--- config.mk ---
export PLATFORM = sky130hd
export DESIGN_NAME = tape_mode_ctrl
export DESIGN_NICKNAME = d
export VERILOG_FILES = /design/src/hw/tape_mode_pkg.sv /design/src/hw/tape_mode_ctrl.sv /design/src/hw/drive_mode_mem.sv
export SDC_FILE = /design/constraint.sdc
export NUM_CORES = 1
export LEC_CHECK = 0
export BUFFER_PORTS_ARGS = -buffer_cell sky130_fd_sc_hd__clkbuf_2
export CORE_ASPECT_RATIO = 1.5
export CORE_UTILIZATION = 28
export DETAILED_ROUTE_END_ITERATION = 10
export HOLD_SLACK_MARGIN = 0.02
export SYNTH_ARGS = -nofsm -noshare
export SYNTH_HDL_FRONTEND = slang
export SYNTH_HIERARCHICAL = 1
export SYNTH_SLANG_ARGS = --single-unit
--- constraint.sdc ---
create_clock -name clk_i -period 2.7 [get_ports clk_i]
set_input_delay 0.405 -clock clk_i [delete_from_list [all_inputs] [get_ports clk_i]]
set_output_delay 0.405 -clock clk_i [all_outputs]
set_load 0.02 [all_outputs]
--- src/hw/tape_mode_pkg.sv ---
// Purpose: Shared constants and types for the tape recording mode block.
// Assumes: 40 MHz system clock, classic Wishbone register access.
// Notes: All offsets, field positions, reset values and counts live here.
package tape_mode_pkg;

  // ----------------------------------------------------------------
  // Register map and reset values
  // ----------------------------------------------------------------
  localparam logic [7:0] A_CFG = 8'h00;
  localparam logic [7:0] A_DRV_OPT = 8'h04;
  localparam logic [7:0] A_CMD = 8'h08;
  localparam logic [7:0] A_STATUS = 8'h0c;
  localparam logic [7:0] A_IRQ_STAT = 8'h10;
  localparam logic [7:0] A_IRQ_CLR = 8'h14;
  localparam logic [7:0] A_IRQ_EN = 8'h18;
  localparam logic [3:0] IRQ_EN_RST = 4'h0;

  // ----------------------------------------------------------------
  // Field positions
  // ----------------------------------------------------------------
  localparam int CFG_OPT_LSB = 0;
  localparam int CFG_NCTL_LSB = 2;
  localparam int CMD_DRV_LSB = 0;
  localparam int CMD_OP_LSB = 4;
  localparam int CMD_SLOT_BIT = 7;
  localparam int CMD_SET_LSB = 8;
  localparam int C_PE = 4;
  localparam int ST_BUSY = 0;
  localparam int ST_SLOT_LSB = 1;
  localparam int ST_ERR_LSB = 4;
  localparam int ST_MODE_LSB = 8;
  localparam int ST_DRV_LSB = 16;
  // Per-drive mode word: valid, phase flux, density, parity, convert, xlate
  localparam int MODE_W = 6;
  localparam int M_EST = 5;
  localparam int M_PE = 4;
  // Synchronised pin vector
  localparam int S_LP = 0;
  localparam int S_IDV = 1;
  localparam int S_IDB = 2;
  localparam int S_TOK = 3;
  localparam int S_TFL = 4;
  localparam int S_RWD = 5;
  localparam int S_STB = 6;
  localparam int S_BLK = 7;
  localparam int S_TRK = 8;
  localparam int S_DAT = 17;
  localparam int SYNC_W = 26;
  // Interrupt bits
  localparam int IRQ_W = 4;
  localparam int I_DONE = 0;
  localparam int I_ERR = 1;
  localparam int I_RETRY = 2;
  localparam int I_TRACK = 3;

  // ----------------------------------------------------------------
  // Limits, codes and timing
  // ----------------------------------------------------------------
  localparam logic [4:0] DRIVES_PLAIN = 5'h08;
  localparam logic [4:0] DRIVES_SWITCHED = 5'h10;
  localparam logic [2:0] E_NONE = 3'h0;
  localparam logic [2:0] E_RANGE = 3'h1;
  localparam logic [2:0] E_FMT = 3'h2;
  localparam logic [2:0] E_NOMODE = 3'h3;
  localparam logic [2:0] E_BUSY = 3'h4;
  localparam logic [2:0] E_THREAD = 3'h5;
  localparam int CLK_MHZ = 40;
  localparam int ID_BURST_NS = 1000;
  localparam logic [7:0] ID_BURST_CYC =
    8'((ID_BURST_NS * CLK_MHZ + 999) / 1000);

  typedef enum logic [1:0] {
    OPT_NONE = 2'h0,
    OPT_SINGLE = 2'h1,
    OPT_DUAL = 2'h2,
    OPT_SEVEN = 2'h3
  } opt_t;

  typedef enum logic [2:0] {
    OP_SET = 3'h0,
    OP_READ = 3'h1,
    OP_WRITE = 3'h2,
    OP_LOAD = 3'h3,
    OP_UNLOAD = 3'h4,
    OP_RUNLOAD = 3'h5,
    OP_END = 3'h6
  } op_t;

  typedef enum logic [8:0] {
    S_IDLE = 9'h001,
    S_FETCH = 9'h002,
    S_EXEC = 9'h004,
    S_SENSE = 9'h008,
    S_BURST = 9'h010,
    S_THREAD = 9'h020,
    S_REWIND = 9'h040,
    S_LOWER = 9'h080,
    S_DONE = 9'h100
  } st_t;

endpackage

--- src/hw/tape_mode_ctrl.sv ---
// Purpose: Recording mode selection and drive sequencing for a tape
//          controller, reached over classic Wishbone.
// Assumes: Drive pins are asynchronous; 40 MHz clock; sync reset.
// Notes: One command runs at a time; two data transfers may be open.
//
// Decided for this implementation: the placing of the registers and the Wishbone register port.
`timescale 1ns/10ps
`default_nettype none
module tape_mode_ctrl
  import tape_mode_pkg::*;
(
  input wire logic clk_i, // 40 MHz clock
  input wire logic rst_i, // Sync reset, high
  input wire logic [7:0] wb_adr_i, // Byte address
  input wire logic [31:0] wb_dat_i, // Write data
  output logic [31:0] wb_dat_o, // Read data
  input wire logic wb_we_i, // Write enable
  input wire logic [3:0] wb_sel_i, // Byte lanes
  input wire logic wb_stb_i, // Strobe
  input wire logic wb_cyc_i, // Cycle
  output logic wb_ack_o, // Acknowledge
  input wire logic load_point_i, // Selected drive at load point
  input wire logic id_valid_i, // Burst sensing finished
  input wire logic id_burst_i, // Identification burst found
  input wire logic thread_ok_i, // Threading succeeded
  input wire logic thread_fail_i, // Threading failed
  input wire logic rewind_done_i, // Rewind reached load point
  input wire logic byte_stb_i, // Read byte available
  input wire logic blk_end_i, // End of read block
  input wire logic [8:0] track_fail_i, // Track lost its pulse
  input wire logic [8:0] data_i, // Raw read byte
  output logic [3:0] drv_sel_o, // Selected drive
  output logic thread_o, // Request threading
  output logic rewind_o, // Request rewind
  output logic lower_o, // Lower power window pulse
  output logic burst_wr_o, // Write identification burst
  output logic [5:0] mode_o, // Mode word for drive
  output logic [8:0] trk_off_o, // Disabled tracks
  output logic [8:0] byte_o, // Corrected byte
  output logic byte_vld_o, // Corrected byte pulse
  output logic [1:0] busy_o, // Transfer slots in use
  output logic irq_o // Interrupt level
);

  // ----------------------------------------------------------------
  // State
  // ----------------------------------------------------------------
  typedef struct packed {
    st_t st;
    logic [3:0] drv_sel;
    logic [SYNC_W-1:0] sy1;
    logic [SYNC_W-1:0] sy2;
    logic [SYNC_W-1:0] sy3;
    logic [SYNC_W-1:0] flt;
    logic stb_prev;
    logic ack;
    logic [31:0] rdat;
    opt_t ctl_opt;
    logic [1:0] nctl;
    logic [31:0] drv_opt;
    logic [3:0] cmd_drv;
    op_t cmd_op;
    logic cmd_slot;
    logic [4:0] cmd_set;
    logic [2:0] err;
    logic retry;
    logic unload;
    logic [7:0] cnt;
    logic [IRQ_W-1:0] ist;
    logic [IRQ_W-1:0] ien;
    logic irq;
    logic [1:0] slot_busy;
    logic blk_act;
    logic mem_we;
    logic [3:0] mem_addr;
    logic [MODE_W-1:0] mem_wdat;
    logic [MODE_W-1:0] mode_view;
    logic thread;
    logic rewind;
    logic lower;
    logic burst_wr;
    logic [8:0] trk_off;
    logic [8:0] byte_out;
    logic byte_vld;
  } state_t;

  state_t q;
  state_t d;
  logic [MODE_W-1:0] mem_rd;
  logic wr_en;
  logic [IRQ_W-1:0] ev;
  logic [4:0] lim;
  logic [MODE_W-1:0] w;
  logic [8:0] off;
  opt_t copt;
  opt_t dopt;

  // ----------------------------------------------------------------
  // Functions
  // ----------------------------------------------------------------
  // Two-bit option codes make the three options exclusive by design
  function automatic opt_t opt_of(input logic [31:0] v,
                                  input logic [3:0] i);
    opt_of = opt_t'(v[{i, 1'b0} +: 2]);
  endfunction

  function automatic logic mode_ok(input opt_t c, input opt_t dr,
                                   input logic pe);
    if (pe) begin
      mode_ok = (c != OPT_NONE) && (dr != OPT_SEVEN) &&
                (dr != OPT_NONE);
    end else begin
      mode_ok = (c == OPT_DUAL && dr == OPT_DUAL) ||
                (c == OPT_SEVEN && dr == OPT_SEVEN);
    end
  endfunction

  function automatic logic [31:0] wmask(input logic [31:0] old,
                                        input logic [31:0] nw,
                                        input logic [3:0] sel);
    wmask = old;
    for (int b = 0; b < 4; b++) begin
      if (sel[b]) begin
        wmask[8*b +: 8] = nw[8*b +: 8];
      end
    end
  endfunction

  // Odd vertical parity: a lost bit is whatever makes the count odd
  function automatic logic [8:0] fix_byte(input logic [8:0] dat,
                                          input logic [8:0] dis);
    fix_byte = dat;
    for (int t = 0; t < 9; t++) begin
      if (dis[t]) begin
        fix_byte[t] = ~^(fix_byte & ~(9'h001 << t));
      end
    end
  endfunction

  drive_mode_mem #(
    .AW(4),
    .DW(MODE_W)
  ) u_mem (
    .clk_i(clk_i),
    .we_i(q.mem_we),
    .waddr_i(q.mem_addr),
    .wdata_i(q.mem_wdat),
    .raddr_i(q.cmd_drv),
    .rdata_o(mem_rd)
  );

  // ----------------------------------------------------------------
  // Next state
  // ----------------------------------------------------------------
  always_comb begin
    d = q;
    ev = '0;
    w = '0;
    off = q.trk_off;
    copt = q.ctl_opt;
    dopt = opt_of(q.drv_opt, q.cmd_drv);
    lim = (q.nctl != 2'h0) ? DRIVES_SWITCHED : DRIVES_PLAIN;
    d.mem_we = 1'b0;
    d.lower = 1'b0;
    d.byte_vld = 1'b0;
    // Three-stage pin sync, value accepted when stages two and three agree
    d.sy1 = {data_i, track_fail_i, blk_end_i, byte_stb_i, rewind_done_i,
             thread_fail_i, thread_ok_i, id_burst_i, id_valid_i,
             load_point_i};
    d.sy2 = q.sy1;
    d.sy3 = q.sy2;
    for (int i = 0; i < SYNC_W; i++) begin
      if (q.sy2[i] == q.sy3[i]) begin
        d.flt[i] = q.sy3[i];
      end
    end

    // Bus slave: one wait state, ack for one cycle
    d.ack = wb_cyc_i & wb_stb_i & ~q.ack;
    wr_en = d.ack & wb_we_i;
    d.rdat = '0;
    case (wb_adr_i)
      A_CFG: begin
        d.rdat[CFG_OPT_LSB +: 2] = q.ctl_opt;
        d.rdat[CFG_NCTL_LSB +: 2] = q.nctl;
      end
      A_DRV_OPT: d.rdat = q.drv_opt;
      A_STATUS: begin
        d.rdat[ST_BUSY] = (q.st != S_IDLE);
        d.rdat[ST_SLOT_LSB +: 2] = q.slot_busy;
        d.rdat[ST_ERR_LSB +: 3] = q.err;
        d.rdat[ST_MODE_LSB +: MODE_W] = q.mode_view;
        d.rdat[ST_DRV_LSB +: 4] = q.cmd_drv;
      end
      A_IRQ_STAT: d.rdat[IRQ_W-1:0] = q.ist;
      A_IRQ_EN: d.rdat[IRQ_W-1:0] = q.ien;
      default: d.rdat = '0;
    endcase
    if (wr_en && wb_adr_i == A_CFG && wb_sel_i[0]) begin
      d.ctl_opt = opt_t'(wb_dat_i[CFG_OPT_LSB +: 2]);
      d.nctl = wb_dat_i[CFG_NCTL_LSB +: 2];
    end
    if (wr_en && wb_adr_i == A_DRV_OPT) begin
      d.drv_opt = wmask(q.drv_opt, wb_dat_i, wb_sel_i);
    end
    if (wr_en && wb_adr_i == A_IRQ_EN && wb_sel_i[0]) begin
      d.ien = wb_dat_i[IRQ_W-1:0];
    end
    if (wr_en && wb_adr_i == A_CMD) begin
      if (q.st == S_IDLE) begin
        d.cmd_drv = wb_dat_i[CMD_DRV_LSB +: 4];
        d.cmd_op = op_t'(wb_dat_i[CMD_OP_LSB +: 3]);
        d.cmd_slot = wb_dat_i[CMD_SLOT_BIT];
        d.cmd_set = wb_dat_i[CMD_SET_LSB +: 5];
        d.st = S_FETCH;
      end else begin
        // A command while another runs is dropped; it is flagged unless it lands in S_DONE of a run without error
        ev[I_ERR] = 1'b1;
      end
    end

    // ----------------------------------------------------------------
    // Command sequencer
    // ----------------------------------------------------------------
    case (q.st)
      S_IDLE: d.drv_sel = q.cmd_drv;
      S_FETCH: begin
        d.drv_sel = q.cmd_drv;
        d.st = S_EXEC;
      end
      S_EXEC: begin
        d.st = S_DONE;
        d.err = E_NONE;
        d.mem_addr = q.cmd_drv;
        if ({1'b0, q.cmd_drv} >= lim) begin
          d.err = E_RANGE;
        end else begin
          case (q.cmd_op)
            OP_SET: begin
              if (dopt == OPT_SEVEN) begin
                if (copt == OPT_SEVEN) begin
                  d.mem_we = 1'b1;
                  d.mem_wdat = {2'b10, q.cmd_set[3:0]};
                end else begin
                  d.err = E_FMT;
                end
              end else if (mode_ok(copt, dopt, q.cmd_set[C_PE])) begin
                d.mem_we = 1'b1;
                d.mem_wdat = {1'b1, q.cmd_set[C_PE], 4'h0};
              end else begin
                d.err = E_FMT;
              end
              d.mode_view = d.mem_wdat;
            end
            OP_READ: begin
              if (q.slot_busy == 2'b11) begin
                d.err = E_BUSY;
              end else if (q.flt[S_LP] && dopt != OPT_SEVEN) begin
                d.st = S_SENSE;
              end else if (mem_rd[M_EST]) begin
                d.slot_busy[q.slot_busy[0]] = 1'b1;
                d.blk_act = mem_rd[M_PE];
                d.mode_view = mem_rd;
              end else begin
                d.err = E_NOMODE;
              end
            end
            OP_WRITE: begin
              w = mem_rd;
              if (!mem_rd[M_EST]) begin
                w = {2'b11, 4'h0};
                if (mode_ok(copt, dopt, 1'b0)) begin
                  d.err = E_NOMODE;
                end else if (!mode_ok(copt, dopt, 1'b1)) begin
                  d.err = E_FMT;
                end
              end
              if (q.slot_busy == 2'b11) begin
                d.err = E_BUSY;
              end
              if (d.err == E_NONE) begin
                d.slot_busy[q.slot_busy[0]] = 1'b1;
                d.mem_we = 1'b1;
                d.mem_wdat = w;
                d.mode_view = w;
                if (w[M_PE] && q.flt[S_LP]) begin
                  d.burst_wr = 1'b1;
                  d.cnt = ID_BURST_CYC - 8'h01;
                  d.st = S_BURST;
                end
              end
            end
            OP_LOAD: begin
              d.retry = 1'b0;
              d.thread = 1'b1;
              d.st = S_THREAD;
            end
            OP_UNLOAD, OP_RUNLOAD: begin
              d.unload = 1'b1;
              d.rewind = 1'b1;
              d.st = S_REWIND;
            end
            OP_END: begin
              d.slot_busy[q.cmd_slot] = 1'b0;
              d.blk_act = 1'b0;
            end
            default: d.err = E_RANGE;
          endcase
        end
      end
      S_SENSE: begin
        if (q.flt[S_IDV]) begin
          d.st = S_DONE;
          d.mem_addr = q.cmd_drv;
          if (q.flt[S_IDB] && mode_ok(copt, dopt, 1'b1)) begin
            d.mem_wdat = {2'b11, 4'h0};
          end else if (!q.flt[S_IDB] && mode_ok(copt, dopt, 1'b0)) begin
            d.mem_wdat = {2'b10, 4'h0};
          end else begin
            d.err = E_FMT;
          end
          if (d.err == E_NONE) begin
            d.mem_we = 1'b1;
            d.mode_view = d.mem_wdat;
            d.slot_busy[q.slot_busy[0]] = 1'b1;
            d.blk_act = q.flt[S_IDB];
          end
        end
      end
      S_BURST: begin
        d.cnt = q.cnt - 8'h01;
        if (q.cnt == 8'h00) begin
          d.burst_wr = 1'b0;
          d.st = S_DONE;
        end
      end
      S_THREAD: begin
        if (q.flt[S_TOK]) begin
          d.thread = 1'b0;
          d.mem_we = 1'b1;
          d.mem_addr = q.cmd_drv;
          d.mem_wdat = '0;
          d.st = S_DONE;
        end else if (q.flt[S_TFL]) begin
          d.thread = 1'b0;
          if (!q.retry) begin
            d.retry = 1'b1;
            d.rewind = 1'b1;
            ev[I_RETRY] = 1'b1;
            d.st = S_REWIND;
          end else begin
            d.err = E_THREAD;
            d.st = S_DONE;
          end
        end
      end
      S_REWIND: begin
        if (q.flt[S_RWD]) begin
          d.rewind = 1'b0;
          d.mem_we = 1'b1;
          d.mem_addr = q.cmd_drv;
          d.mem_wdat = '0;
          if (q.unload) begin
            d.lower = 1'b1;
            d.st = S_LOWER;
          end else begin
            d.thread = 1'b1;
            d.st = S_THREAD;
          end
        end
      end
      S_LOWER: d.st = S_DONE;
      S_DONE: begin
        d.unload = 1'b0;
        ev[I_DONE] = 1'b1;
        ev[I_ERR] = (q.err != E_NONE);
        d.st = S_IDLE;
      end
      default: d.st = S_IDLE;
    endcase

    // ----------------------------------------------------------------
    // Phase flux track recovery
    // ----------------------------------------------------------------
    d.stb_prev = q.flt[S_STB];
    if (q.flt[S_BLK]) begin
      d.trk_off = '0;
    end else if (q.flt[S_STB] && !q.stb_prev && q.blk_act) begin
      off = q.trk_off | q.flt[S_TRK +: 9];
      d.trk_off = off;
      d.byte_out = fix_byte(q.flt[S_DAT +: 9], off);
      d.byte_vld = 1'b1;
      ev[I_TRACK] = (off != q.trk_off);
    end

    // Set beats clear in the same cycle
    d.ist = q.ist | ev;
    if (wr_en && wb_adr_i == A_IRQ_CLR && wb_sel_i[0]) begin
      d.ist = (q.ist & ~wb_dat_i[IRQ_W-1:0]) | ev;
    end
    d.irq = |(d.ist & d.ien);
  end

  always_ff @(posedge clk_i) begin
    if (rst_i) begin
      q <= '0;
      q.st <= S_IDLE;
      q.ien <= IRQ_EN_RST;
    end else begin
      q <= d;
    end
  end

  assign wb_dat_o = q.rdat;
  assign wb_ack_o = q.ack;
  assign drv_sel_o = q.drv_sel;
  assign thread_o = q.thread;
  assign rewind_o = q.rewind;
  assign lower_o = q.lower;
  assign burst_wr_o = q.burst_wr;
  assign mode_o = q.mode_view;
  assign trk_off_o = q.trk_off;
  assign byte_o = q.byte_out;
  assign byte_vld_o = q.byte_vld;
  assign busy_o = q.slot_busy;
  assign irq_o = q.irq;

  // ----------------------------------------------------------------
  // Assertions
  // ----------------------------------------------------------------
  property p_wb_ack;
    @(posedge clk_i) disable iff (rst_i)
      (wb_cyc_i && wb_stb_i && !wb_ack_o) |=> wb_ack_o ##1 !wb_ack_o;
  endproperty
  a_wb_ack: assert property (p_wb_ack) else $error("ack timing wrong");

  property p_range;
    @(posedge clk_i) disable iff (rst_i)
      (q.st == S_EXEC && q.nctl == 2'h0 && q.cmd_drv[3])
      |=> (q.err == E_RANGE && q.st == S_DONE);
  endproperty
  a_range: assert property (p_range) else $error("drive limit missed");

  property p_sense_pe;
    @(posedge clk_i) disable iff (rst_i)
      (q.st == S_SENSE && q.flt[S_IDV] && q.flt[S_IDB] &&
       mode_ok(copt, dopt, 1'b1)) |=> (q.mem_we && q.mem_wdat[M_PE]);
  endproperty
  a_sense_pe: assert property (p_sense_pe) else $error("no pe select");

  property p_nrzi_err;
    @(posedge clk_i) disable iff (rst_i)
      (q.st == S_SENSE && q.flt[S_IDV] && !q.flt[S_IDB] &&
       dopt != OPT_DUAL) |=> (q.err == E_FMT) ##1 q.ist[I_ERR];
  endproperty
  a_nrzi_err: assert property (p_nrzi_err) else $error("nrzi not refused");

  property p_single_ctl;
    @(posedge clk_i) disable iff (rst_i)
      (q.st == S_EXEC && q.cmd_op == OP_SET && copt == OPT_SINGLE &&
       !q.cmd_set[C_PE] && !q.cmd_drv[3]) |=> (q.err == E_FMT);
  endproperty
  a_single_ctl: assert property (p_single_ctl) else $error("nrzi on single");

  property p_burst;
    @(posedge clk_i) disable iff (rst_i)
      $rose(q.burst_wr) |-> (q.mode_view[M_PE] && $past(q.flt[S_LP]));
  endproperty
  a_burst: assert property (p_burst) else $error("burst out of place");

  property p_retry;
    @(posedge clk_i) disable iff (rst_i)
      (q.st == S_THREAD && !q.flt[S_TOK] && q.flt[S_TFL] && !q.retry)
      |=> (q.st == S_REWIND && q.rewind && q.retry);
  endproperty
  a_retry: assert property (p_retry) else $error("no thread retry");

  property p_lower;
    @(posedge clk_i) disable iff (rst_i)
      (q.st == S_REWIND && q.flt[S_RWD] && q.unload)
      |=> q.lower ##1 (!q.lower && q.st == S_DONE);
  endproperty
  a_lower: assert property (p_lower) else $error("window not lowered");

  property p_track;
    @(posedge clk_i) disable iff (rst_i)
      (q.trk_off != 9'h000 && !q.flt[S_BLK])
      |=> ((q.trk_off & $past(q.trk_off)) == $past(q.trk_off));
  endproperty
  a_track: assert property (p_track) else $error("track re-enabled");

  property p_slots;
    @(posedge clk_i) disable iff (rst_i)
      (q.st == S_EXEC && q.cmd_op == OP_READ && q.slot_busy == 2'b11 &&
       !q.cmd_drv[3]) |=> (q.err == E_BUSY && q.slot_busy == 2'b11);
  endproperty
  a_slots: assert property (p_slots) else $error("third transfer taken");

endmodule
`default_nettype wire

--- src/hw/drive_mode_mem.sv ---
// Purpose: Per-drive mode memory, one word per drive address.
// Assumes: Single clock, write and read in the same domain.
// Notes: Read data is registered, valid one edge after the address.
`timescale 1ns/10ps
`default_nettype none
module drive_mode_mem #(
  parameter int AW = 4,
  parameter int DW = 6
) (
  input wire logic clk_i, // System clock
  input wire logic we_i, // Write strobe
  input wire logic [AW-1:0] waddr_i, // Write address
  input wire logic [DW-1:0] wdata_i, // Write data
  input wire logic [AW-1:0] raddr_i, // Read address
  output logic [DW-1:0] rdata_o // Registered read data
);

  logic [DW-1:0] mem_q [2**AW];

  // Contents are left undefined at reset; the valid bit is written
  // by the controller before it is trusted, see mode set and load.
  always_ff @(posedge clk_i) begin
    if (we_i) begin
      mem_q[waddr_i] <= wdata_i;
    end
    rdata_o <= mem_q[raddr_i];
  end

endmodule
`default_nettype wire

==> results_dict.tcl <==
set metrics [dict create \
    clk_path_buf_depth 3 \
    cts_tree "built" \
    setup_viol 5 \
    place_congestion 0.872 \
    synth_edf_count 96 \
    netlist_area_sq_um 15300 \
    wl_microns 42000 \
    yosys_warnings 6 \
    maxCapViolations 0 \
    h-tree-depth 2 \
    cp.required_ns 3.14 \
    p_int_mw 8.97 \
    ir_drop_mv 0.480 \
    diodes 0 \
    die_y_microns 288 \
    n_fill_cell 5419 \
    worstPathArrival_ns 3.20 \
    switching_share 0.207 \
    drc 10 \
    pwr-share-seq 0.502 \
    ys_async_sr_fraction 0 \
    crit_fanout 8 \
    outcome "finished, violations left" \
    holdWs_ns 0.0767 \
    switchingPower_mw 2.34 \
    p_total_mw 11.3 \
    port-buffer-count 143 \
    nets 1681 \
    grt_pass1_wl_microns 64000 \
    root_buffer "clkbuf_16" \
    grt_pass1_vias 11300 \
    synthCells 1443 \
    fmax_ghz 0.362 \
    clkSinkCount 367 \
    combPwrFrac 0.022 \
    yosysUniqueCellTypes 83 \
    syn_to_final_growth_pct 20.1 \
    ys_seq_area_frac 0.544 \
    finalCritPeriodShare 1.02 \
    clock_latency_ns 0.54 \
    holdPathStages 2 \
    hpwl_microns 31500 \
    path_class "reg -> reg" \
    avgViaCountPerCell 4.90 \
    cts.clk_slew.worst_paths_ns 0.06 \
    antenna_found_initial 8 \
    die_w_microns 193 \
    avgSynthCellArea_sq_um 10.6 \
    final.setup_skew_ns 0.0229 \
    synth_fp_nets 1520 \
    rows 104 \
    die-area_sq_um 55500 \
    coreArea_sq_um 53700 \
    holdCritPathClass "in -> reg" \
    ys_ff_latch 367 \
    rsz0062_at_grt "true" \
    crit_path_start_kind "flop" \
    grt.overflow.total 0 \
    layout-drive-gt1-share 0.230 \
    dr.first_iter.drc_count 682 \
    min_period_ns 2.76 \
    violations "DRC, setup timing" \
    start_util 0.284 \
    wl_per_cell_microns 18.1 \
    setup_ws_ns -0.0621 \
    p_leak_nw 7.02 \
    vias 11300 \
    maxSlewHeadroom 0.539 \
    first_pass_iters 9 \
    design.portCount 144 \
    critPathCaptureType "flop" \
    ant_nets 0 \
    slew_viol_final 0 \
    final_hold_viol_count 0 \
    worstMarginPinSlew_ns 0.691 \
    numCtsBuffers 39 \
    grt.total_usage 0.151 \
    synthFlopType "dfxtp_1" \
    power.density_nw_per_um2 617 \
    p_clk_frac 0.476 \
    rr_worst_depth 9 \
    grt_max_degree 84 \
]
[cell usage in the layout, fill, tap and decap left out, types with 47 or more instances in the layout]
cell type / n
a21oi_1: 105
nand3_1: 60
nand2_1: 137
buf_4: 95
nor2_1: 101
o21ai_0: 47
dfxtp_1: 268
clkbuf_2: 142
edfxtp_1: 96
nor2b_1: 91
[cells in the mapped netlist, drive strengths merged (5+ instances only)]
cell type  number  share of area
nor2b          91          0.037
nand3          61          0.020
o22ai           7         0.0029
nand2         138          0.034
nor3           42          0.015
or4             5         0.0025
a22oi          22          0.011
and2           22         0.0091
a221oi          5         0.0037
dfxtp         271           0.36
nand3b          7         0.0034
and4            5         0.0029
a32oi           6         0.0039
inv            20         0.0049
mux4           33          0.053
a211oi         10         0.0049
buf            82          0.041
nand4           7         0.0029
clkbuf         44          0.011
a22o           14         0.0081
nor2          103          0.025
o21ai          65          0.022
a31oi           9         0.0037
nor4           12         0.0049
edfxtp         96           0.19
xor2           18          0.010
o21a            8         0.0044
nand2b         14         0.0057
a21oi         107          0.035
nor3b           6         0.0036
mux2i          40          0.027
xnor2          13         0.0075
[worst max-delay path: stages (launching register included)]
cell and delay (ns):
dfxtp_4 0.42, mux4_2 0.56, mux4_2 0.55, nor2_4 0.13
buf_6 0.11, o21a_4 0.16, o31ai_4 0.07, a32oi_2 0.27
o211ai_1 0.16, a221oi_2 0.23
[state kept, by name, summed over array words and instances (netlist names)]
signal / flops
burst_wr_o: 1
busy_o: 2
byte_o: 9
byte_vld_o: 1
copt: 2
d: 53
drv_sel_o: 4
irq_o: 1
lower_o: 1
mode_o: 6
q: 141
rewind_o: 1
thread_o: 1
trk_off_o: 9
u_mem/mem_q: 96
u_mem/rdata_o: 6
wb_ack_o: 1
wb_dat_o: 32
[logic make-up after synthesis]
logic type	after synthesis	share of synthesized area
mux	73	0.0799
buf+inv	147	0.0574
fa+ha+maj	2	0.00164
flops	367	0.544
xor+xnor	31	0.0178
simple gates	538	0.180
compound gates	285	0.119
[timing repair]
item | in CTS | in global routing
hold buffers | 0 | 0
setup buffers | 3 | 8
gates resized for setup | 11 | 39
hold endpoints to repair | 0 | 0
pin swaps | 5 | 20
setup endpoints to repair | 20 | 30
[final cells by class]
type / count / area (sq um) / area share
flip-flops and latches: 367 / 8310 / 0.454
clock buffers: 50 / 1080 / 0.0589
inverters: 21 / 78.8 / 0.00430
multi-input cells: 929 / 6240 / 0.340
well taps: 689 / 862 / 0.0471
repair buffers: 246 / 1540 / 0.0842
clock inverters: 15 / 205 / 0.0112
[metal layers]
layer,GRT usage,part of all wire
met1,0.165,0.38
met2,0.278,0.53
met3,0.0349,0.057
met4,0.0545,0.034
met5,0,0.0028
[metrics by stage]
stage | util | setup TNS (ns) | cell area [sq um] | setup WS (ns) | std cells
2_1_floorplan | - | 0 | 15300 | 0.0104 | 1443
3_3_place_gp | 0.312 | -0.370 | 16800 | -0.147 | 2242
3_5_place_dp | 0.312 | -0.980 | 16800 | -0.105 | 2242
4_1_cts | 0.337 | -0.149 | 18100 | -0.0524 | 2310
5_1_grt | 0.341 | -1.81 | 18300 | -0.189 | 2317
6_report | 0.341 | -0.184 | 18300 | -0.0621 | 2317
[power groups by stage]
stage | sequential [mW] | combinational (mW) | clock (mW)
after floorplan | 5.80 | 0.125 | 0
after global placement | 5.80 | 0.244 | 0
after detailed placement | 5.80 | 0.250 | 0
after CTS | 5.68 | 0.250 | 5.55
after global routing | 5.69 | 0.273 | 5.74
final | 5.68 | 0.247 | 5.38
[final timing paths]
path                            slack [ns]   endpoint      start
worst max register to register       -0.06  busy_o[1]      q[75]
worst min-delay path                  0.08     d[220]  data_i[3]
worst max-delay path                 -0.06  busy_o[1]      q[75]
worst min register to register        0.43     d[187]     d[213]
No activity file was read; power rests on OpenSTA's default activity.
